## src/core/cst_map.vh

```
// Register map, field positions and reset values of the capacitive sense control.
// Assumes an APB slave with 32-bit data, one register per aligned word.
// Contract
// Sixteen sense inputs, exactly one connected; code connects none while enable bit 7 is clear
// Software writes channel, sets pin analog
// Enabled module drives oscillator onto channel
// Read-only flag shows sourcing or sinking
// Two-bit field picks three current ranges
// Oscillator clocks 8-bit or 16-bit timer
// Select set, source clear: timer0 counts
// Timer1 source field 11 counts oscillator
// Timer1 off, free, or gated counting
// Time base never from oscillator-clocked timer
// Prefer overflow flags via gate toggle mode
// Clear timer at start, save at end
// Threshold midway between loaded, unloaded counts
// Enable bit 7 runs or shuts module
// Oscillator runs in sleep while enabled
// Oscillator synchronised; one count per cycle
`ifndef CST_MAP_VH
`define CST_MAP_VH

// Byte offsets
`define CST_ADDR_SENSE_CONTROL  8'h00
`define CST_ADDR_SENSE_CHANNEL  8'h04
`define CST_ADDR_TIMER0_CONTROL 8'h08
`define CST_ADDR_TIMER1_CONTROL 8'h0C
`define CST_ADDR_TIMER1_GATE    8'h10
`define CST_ADDR_TIMER0_COUNT   8'h14
`define CST_ADDR_TIMER1_COUNT   8'h18

// sense_control_reg fields
`define CST_BIT_ENABLE          7
`define CST_RANGE_HI            3
`define CST_RANGE_LO            2
`define CST_BIT_PHASE           1
`define CST_BIT_T0_SENSE_SEL    0
// sense_channel_reg field
`define CST_CHAN_HI             3
// timer0 control field
`define CST_BIT_T0_SOURCE       5
// timer1_control_reg fields
`define CST_T1CS_HI             7
`define CST_T1CS_LO             6
`define CST_BIT_T1_ON           0
// timer1 gate fields
`define CST_BIT_GATE_EN         7
`define CST_BIT_GATE_TOGGLE     5

// Encodings and reset values
`define CST_T1CS_SENSE          2'h3
`define CST_T0_SOURCE_RESET     1'h1
`define CST_RANGE_OFF           2'h0
`define CST_WORD_ZERO           32'h0000_0000

`endif

```

## src/core/cst_top.v

```verilog
// Capacitive sense control: channel mux select, current range, phase flag,
// and the 8-bit and 16-bit counters clocked by the sense oscillator.
// Assumes the analog oscillator output arrives asynchronously on osc_in and
// the gate source pulse comes from logic on clock_in.
//
// Register access over APB and the placing of the registers are this design's own decisions.
`include "cst_map.vh"

module cst_top #(
  parameter CHANNELS = 16,
  parameter CHAN_W   = 4
) (
  // Clock, reset, enable
  input  wire                clock_in,
  input  wire                resetn_in,
  input  wire                ce_in,
  // APB slave
  input  wire                psel_in,
  input  wire                penable_in,
  input  wire                pwrite_in,
  input  wire [7:0]          paddr_in,
  input  wire [31:0]         pwdata_in,
  output reg  [31:0]         prdata_out,
  output reg                 pready_out,
  output reg                 pslverr_out,
  // Oscillator and gate
  input  wire                osc_in,
  input  wire                gate_pulse_in,
  // Analog controls
  output reg                 osc_enable_out,
  output reg  [1:0]          current_range_out,
  output reg  [CHAN_W-1:0]   sense_channel_out,
  output reg  [CHANNELS-1:0] sense_pin_connect_out,
  // Timer events
  output reg                 timer0_overflow_out,
  output reg                 timer1_overflow_out
);

  ////////////////////////////////////////////////////////////////////////
  function [2:0] reg_index;
    input [7:0] addr;
    begin
      case (addr)
        `CST_ADDR_SENSE_CONTROL:  reg_index = 3'h0;
        `CST_ADDR_SENSE_CHANNEL:  reg_index = 3'h1;
        `CST_ADDR_TIMER0_CONTROL: reg_index = 3'h2;
        `CST_ADDR_TIMER1_CONTROL: reg_index = 3'h3;
        `CST_ADDR_TIMER1_GATE:    reg_index = 3'h4;
        `CST_ADDR_TIMER0_COUNT:   reg_index = 3'h5;
        `CST_ADDR_TIMER1_COUNT:   reg_index = 3'h6;
        default:                  reg_index = 3'h7;
      endcase
    end
  endfunction

  reg              sense_module_enable;
  reg [1:0]        current_range_select;
  reg              timer0_sense_clock_select;
  reg [CHAN_W-1:0] sense_channel_select;
  reg              timer0_clock_source;
  reg [1:0]        timer1_clock_source;
  reg              timer1_on;
  reg              timer1_gate_enable;
  reg              gate_toggle_mode;
  reg [7:0]        timer0_count;
  reg [15:0]       timer1_count;
  reg              osc_meta;
  reg              osc_sync;
  reg              osc_last;
  reg              gate_state;

  wire       apb_access = psel_in & penable_in & pready_out;
  wire       apb_write  = apb_access & pwrite_in;
  wire [2:0] wr_index   = reg_index(paddr_in);
  // Phase flag only meaningful while oscillator runs
  wire       osc_phase_flag = osc_sync & sense_module_enable;
  // One tick per oscillator period, on its rising edge
  wire       osc_tick = osc_sync & ~osc_last & sense_module_enable;
  wire       t0_sense = timer0_sense_clock_select & ~timer0_clock_source;
  wire       t1_sense = (timer1_clock_source == `CST_T1CS_SENSE);
  // Level gate or toggled gate built from overflow pulses
  wire       gate_open = gate_toggle_mode ? gate_state : gate_pulse_in;
  wire       t1_run = timer1_on & (~timer1_gate_enable | gate_open);
  wire       t0_inc = t0_sense & osc_tick;
  wire       t1_inc = t1_sense & osc_tick & t1_run;

  ////////////////////////////////////////////////////////////////////////
  // Oscillator synchroniser; first stage read only by the second
  always @(posedge clock_in) begin
    if (!resetn_in) begin
      osc_meta <= 1'b0;
      osc_sync <= 1'b0;
      osc_last <= 1'b0;
    end else if (ce_in) begin
      osc_meta <= osc_in;
      osc_sync <= osc_meta;
      osc_last <= osc_sync;
    end
  end

  ////////////////////////////////////////////////////////////////////////
  // APB: one wait state so read data and pready both leave flip-flops
  always @(posedge clock_in) begin
    if (!resetn_in) begin
      pready_out  <= 1'b0;
      pslverr_out <= 1'b0;
      prdata_out  <= `CST_WORD_ZERO;
    end else if (ce_in) begin
      pready_out  <= psel_in & penable_in & ~pready_out;
      pslverr_out <= psel_in & penable_in & ~pready_out & (wr_index == 3'h7);
      prdata_out  <= `CST_WORD_ZERO;
      if (psel_in & penable_in & ~pready_out & ~pwrite_in) begin
        case (wr_index)
          3'h0: begin
            prdata_out[`CST_BIT_ENABLE]                  <= sense_module_enable;
            prdata_out[`CST_RANGE_HI:`CST_RANGE_LO]      <= current_range_select;
            prdata_out[`CST_BIT_PHASE]                   <= osc_phase_flag;
            prdata_out[`CST_BIT_T0_SENSE_SEL]            <= timer0_sense_clock_select;
          end
          3'h1: prdata_out[CHAN_W-1:0]                   <= sense_channel_select;
          3'h2: prdata_out[`CST_BIT_T0_SOURCE]           <= timer0_clock_source;
          3'h3: begin
            prdata_out[`CST_T1CS_HI:`CST_T1CS_LO]        <= timer1_clock_source;
            prdata_out[`CST_BIT_T1_ON]                   <= timer1_on;
          end
          3'h4: begin
            prdata_out[`CST_BIT_GATE_EN]                 <= timer1_gate_enable;
            prdata_out[`CST_BIT_GATE_TOGGLE]             <= gate_toggle_mode;
          end
          3'h5: prdata_out[7:0]                          <= timer0_count;
          3'h6: prdata_out[15:0]                         <= timer1_count;
          default: prdata_out <= `CST_WORD_ZERO;
        endcase
      end
    end
  end

  ////////////////////////////////////////////////////////////////////////
  // Configuration registers
  always @(posedge clock_in) begin
    if (!resetn_in) begin
      sense_module_enable       <= 1'b0;
      current_range_select      <= `CST_RANGE_OFF;
      timer0_sense_clock_select <= 1'b0;
      sense_channel_select      <= {CHAN_W{1'b0}};
      timer0_clock_source       <= `CST_T0_SOURCE_RESET;
      timer1_clock_source       <= 2'h0;
      timer1_on                 <= 1'b0;
      timer1_gate_enable        <= 1'b0;
      gate_toggle_mode          <= 1'b0;
    end else if (ce_in && apb_write) begin
      case (wr_index)
        3'h0: begin
          sense_module_enable       <= pwdata_in[`CST_BIT_ENABLE];
          current_range_select      <= pwdata_in[`CST_RANGE_HI:`CST_RANGE_LO];
          timer0_sense_clock_select <= pwdata_in[`CST_BIT_T0_SENSE_SEL];
        end
        3'h1: sense_channel_select  <= pwdata_in[CHAN_W-1:0];
        3'h2: timer0_clock_source   <= pwdata_in[`CST_BIT_T0_SOURCE];
        3'h3: begin
          timer1_clock_source       <= pwdata_in[`CST_T1CS_HI:`CST_T1CS_LO];
          timer1_on                 <= pwdata_in[`CST_BIT_T1_ON];
        end
        3'h4: begin
          timer1_gate_enable        <= pwdata_in[`CST_BIT_GATE_EN];
          gate_toggle_mode          <= pwdata_in[`CST_BIT_GATE_TOGGLE];
        end
        default: ;
      endcase
    end
  end

  ////////////////////////////////////////////////////////////////////////
  // Counters; a software write (clear or preset) wins over a tick
  always @(posedge clock_in) begin
    if (!resetn_in) begin
      timer0_count        <= 8'h00;
      timer1_count        <= 16'h0000;
      timer0_overflow_out <= 1'b0;
      timer1_overflow_out <= 1'b0;
      gate_state          <= 1'b0;
    end else if (ce_in) begin
      timer0_overflow_out <= 1'b0;
      timer1_overflow_out <= 1'b0;
      // Toggle flips on every clock with gate_pulse_in high; cleared outside toggle mode
      if (!gate_toggle_mode)
        gate_state <= 1'b0;
      else if (gate_pulse_in)
        gate_state <= ~gate_state;
      if (apb_write && wr_index == 3'h5) begin
        timer0_count <= pwdata_in[7:0];
      end else if (t0_inc) begin
        timer0_count        <= timer0_count + 8'h01;
        timer0_overflow_out <= (timer0_count == 8'hFF);
      end
      if (apb_write && wr_index == 3'h6) begin
        timer1_count <= pwdata_in[15:0];
      end else if (t1_inc) begin
        timer1_count        <= timer1_count + 16'h0001;
        timer1_overflow_out <= (timer1_count == 16'hFFFF);
      end
    end
  end

  ////////////////////////////////////////////////////////////////////////
  // Analog controls; no sleep input, so the oscillator follows enable only
  genvar g;
  generate
    for (g = 0; g < CHANNELS; g = g + 1) begin : g_pin
      always @(posedge clock_in) begin
        if (!resetn_in)
          sense_pin_connect_out[g] <= 1'b0;
        else if (ce_in)
          sense_pin_connect_out[g] <= sense_module_enable &
                                      (sense_channel_select == g);
      end
    end
  endgenerate

  always @(posedge clock_in) begin
    if (!resetn_in) begin
      osc_enable_out    <= 1'b0;
      current_range_out <= `CST_RANGE_OFF;
      sense_channel_out <= {CHAN_W{1'b0}};
    end else if (ce_in) begin
      osc_enable_out    <= sense_module_enable;
      current_range_out <= sense_module_enable ? current_range_select : `CST_RANGE_OFF;
      sense_channel_out <= sense_channel_select;
    end
  end

endmodule

```

## config.mk

```make
export PLATFORM = sky130hd
export DESIGN_NAME = cst_top
export DESIGN_NICKNAME = d
export VERILOG_FILES = /design/src/core/cst_top.v
export VERILOG_INCLUDE_DIRS = /design/src /design/src/core
export SDC_FILE = /design/constraint.sdc
export NUM_CORES = 1
export LEC_CHECK = 0
export ABC_AREA = 1
export BUFFER_PORTS_ARGS = -buffer_cell sky130_fd_sc_hd__buf_2
export CORE_AREA = 2 2 82 104
export DETAILED_ROUTE_END_ITERATION = 7
export DIE_AREA = 0 0 84 106
export PLACE_DENSITY = 0.85
export SETUP_SLACK_MARGIN = 0.05
export SYNTH_ARGS = -nofsm -noshare
export SYNTH_HDL_FRONTEND = slang
export SYNTH_SLANG_ARGS = --single-unit
export TNS_END_PERCENT = 20
```

## constraint.sdc

```tcl
create_clock -name clock_in -period 3.08 [get_ports clock_in]
set_clock_uncertainty 0.2 [all_clocks]
set_input_delay 0.154 -clock clock_in [delete_from_list [all_inputs] [get_ports clock_in]]
set_output_delay 0.154 -clock clock_in [all_outputs]
set_load 0.02 [all_outputs]
```

==> metrics.txt <==
outcome finished, final reports clean; met2 WL post-DR 5840 µm; Final Setup Violations 0; Num CTS Buffers 9; pin count of the biggest net entering global routing 40; Routed Antenna Nets 0; Finished Core Util 64.8%; row cnt 37; slew at the pin closest to its max-slew limit 0.655 ns; initial antenna violation count 0; routed len/inst 13.8 µm; Yosys top cell area share 38.1%; top sig layer met4; Die H 106 µm; DRC 0; Max Slew Vio Count 0; FF/Latch Area 1700 µm²; metal3 WL 785 µm; Syn Inst Count 680; critical path arrival 2.14 ns; CTS H-tree depth 3; Power Total 0.00206 W; synth-to-layout area growth 16.2%; core area 8010 µm²; multi-input logic area 2320 µm²; pwr/cell area 398 nW/µm²; Clock transition at path regs 0.09 ns; Yosys cell types 34; vias per inst 5.43; clock latency at the later pin of the worst-skew pair 0.36 ns; initial core utilization 55.8%; Max Cap Violations 0; Fill cells 723; Post-CTS Setup Bufs 0; Static Leak 2.34 nW; Synth area leaders dfxtp_1 (38%), nand2_1 (14%), nor2_1 (8.0%); FFs w/ async S/R, synth 0%; Die ar. 8900 µm²; clk sinks 85; cell area after synthesis 4470 µm²; layout cells sized above 1 14.8%; number of flops mapped to enable cells by yosys 0; Crit path max-delay family buffers and inverters; Buf+Inv Stages, Crit Path 4; CTS tree built; setup TNS 0 ns; yosys warns 0; Crit path largest cell delay 0.52 ns; final RePlAce weighted congestion 0.937; Yosys reg bits 85; Rel. slew slack 56.4%; via count 4695; RSZ-0062 raised after global routing false; Final min period 2.08 ns; CTS Root Cell clkbuf_8; Yosys top cell by area dfxtp_1; WL final 11900 µm; WP data required 3.14 ns; Worst Hold Margin 0.00725 ns; Place WS 0.921 ns; dpl hpwl 8620 µm; total global-route track usage 27.2%; Top FF cell, synth dfxtp_1; M1 WL 4850 µm; Fin. Hold Viols 0; Pre-antenna DRT Iters 5; Ant. Diodes 0; first-pass GRT wire length 19800 µm; die width 84 µm; Critical Path, Cell by Cell dlygate4sd3_1 -> buf_2 -> nand4_1 -> inv_1 -> nand3_4 -> inv_1 -> nand2_1 -> nand2_1 -> nand2_1 -> nand2_1 -> nor2_1; I/O Pins 107; Port Buffers 74; final period utilization 67.6%; Crit-path slowest cell dlygate4sd3_1; path type of the worst setup path in2reg; Startpoint Class input port; worst setup margin 0.999 ns; CP endpoint kind flop; GR Overflow Total 0; Final nets 813; Post-synth top cells nand2_1 (172), nor2_1 (95), dfxtp_1 (85), inv_1 (61), nand3_1 (58); Clock Path Buffers 2; VDD IR max 0.267 mV; cell mode on critical path nand2_1; Iteration-0 DRC Markers 348; syn avg cell area 6.57 µm²; vias in the first global route 4313; fmax 0.480 GHz; HP Class in2reg; crit-path max FO 23; most numerous cell in the Yosys netlist nand2_1; Seq/Total Area, Yosys 38.1%
## power breakdown
part           internal (W)  leakage [nW]  total, W  switching (W)
clock              0.000399        0.0995  0.000802       0.000403
combinational     0.0000497          1.55  0.000153       0.000103
sequential          0.00111         0.686   0.00111     0.00000442
## per-layer routing
metal | up-vias | global-route usage (%)
met5 | - | 0
met4 | 0 | 14.3
met3 | 39 | 5.20
met2 | 237 | 46.9
met1 | 2099 | 32.0
li1 | 2320 | -
## final timing paths
check	startpoint	end	slack, ns	depth (start not counted)
hold reg to reg	sense_pin_connect_out[13]	sense_pin_connect_out[13]	0.26	2
setup reg to reg	pready_out	timer1_count[7]	1.04	9
setup / recovery	pwrite_in	timer1_count[7]	1.0	11
hold / removal	psel_in	pready_out	0.007	5
## tightest hold or removal path: stages
cell	delay, ns
buf_2	0.10
nand2_1	0.09
nor2_1	0.07
nand2_1	0.06
a21oi_1	0.05
## layout make-up
type                       instances  share of cell area (%)
clock buffer                      11                    2.72
clock inverter                     5                    1.16
inverter                          66                    4.87
multi-input combinational        503                    44.6
sequential                        85                    32.8
tap                               97                    2.34
timing repair buffer              98                    11.5
## stage by stage
| stage | instance area (µm²) | instances |
|---|---|---|
| 5_1_grt | 5190 | 865 |
| 6_report | 5190 | 865 |
| 4_1_cts | 5190 | 865 |
| 3_3_place_gp | 4800 | 830 |
| 3_5_place_dp | 4800 | 830 |
| 2_1_floorplan | 4520 | 695 |
## registers in the layout, indices dropped and copies added (netlist names), 2 cells and up
signal and count:
prdata_out 16, timer0_count 8, current_range_out 2, sense_pin_connect_out 16, timer1_clock_source 2, current_range_select 2, sense_channel_out 4, sense_channel_select 4
timer1_count 16
## placed cells by master, fill, tap and decap left out, types with 3 or more instances in the layout
master	instances
inv_1	61
a22oi_1	7
o21ai_0	50
nor2_4	3
o21ai_1	4
xnor2_1	3
nand4_1	5
clkinv_4	3
nand2_1	172
conb_1	16
buf_4	5
nor2_2	3
nor3_1	12
a21oi_1	54
dfxtp_1	85
inv_2	3
nand3_1	58
xor2_1	4
clkbuf_8	10
buf_2	74
nor2_1	95
nand2_2	4
dlygate4sd3_1	19
## cells by family after synthesis
| logic type | Yosys count | share of synthesized area (%) |
|---|---|---|
| and+or+nand+nor | 357 | 34.2 |
| AOI/OAI and AO/OA | 121 | 14.4 |
| buffers and inverters | 107 | 11.3 |
| DFF | 85 | 38.1 |
| xor gates and xnor gates | 7 | 1.37 |
| adders and majority gates | 2 | 0.560 |
| other | 1 | 0.0840 |
## what timing repair did
item / 4_1_cts / 5_1_grt
hold endpoints to repair: 26 / 0
setup endpoints to repair: 0 / 0
hold buffers: 19 / 0
gates resized for setup: 0 / 0
Note: power is estimated with default switching activity, not from simulation.
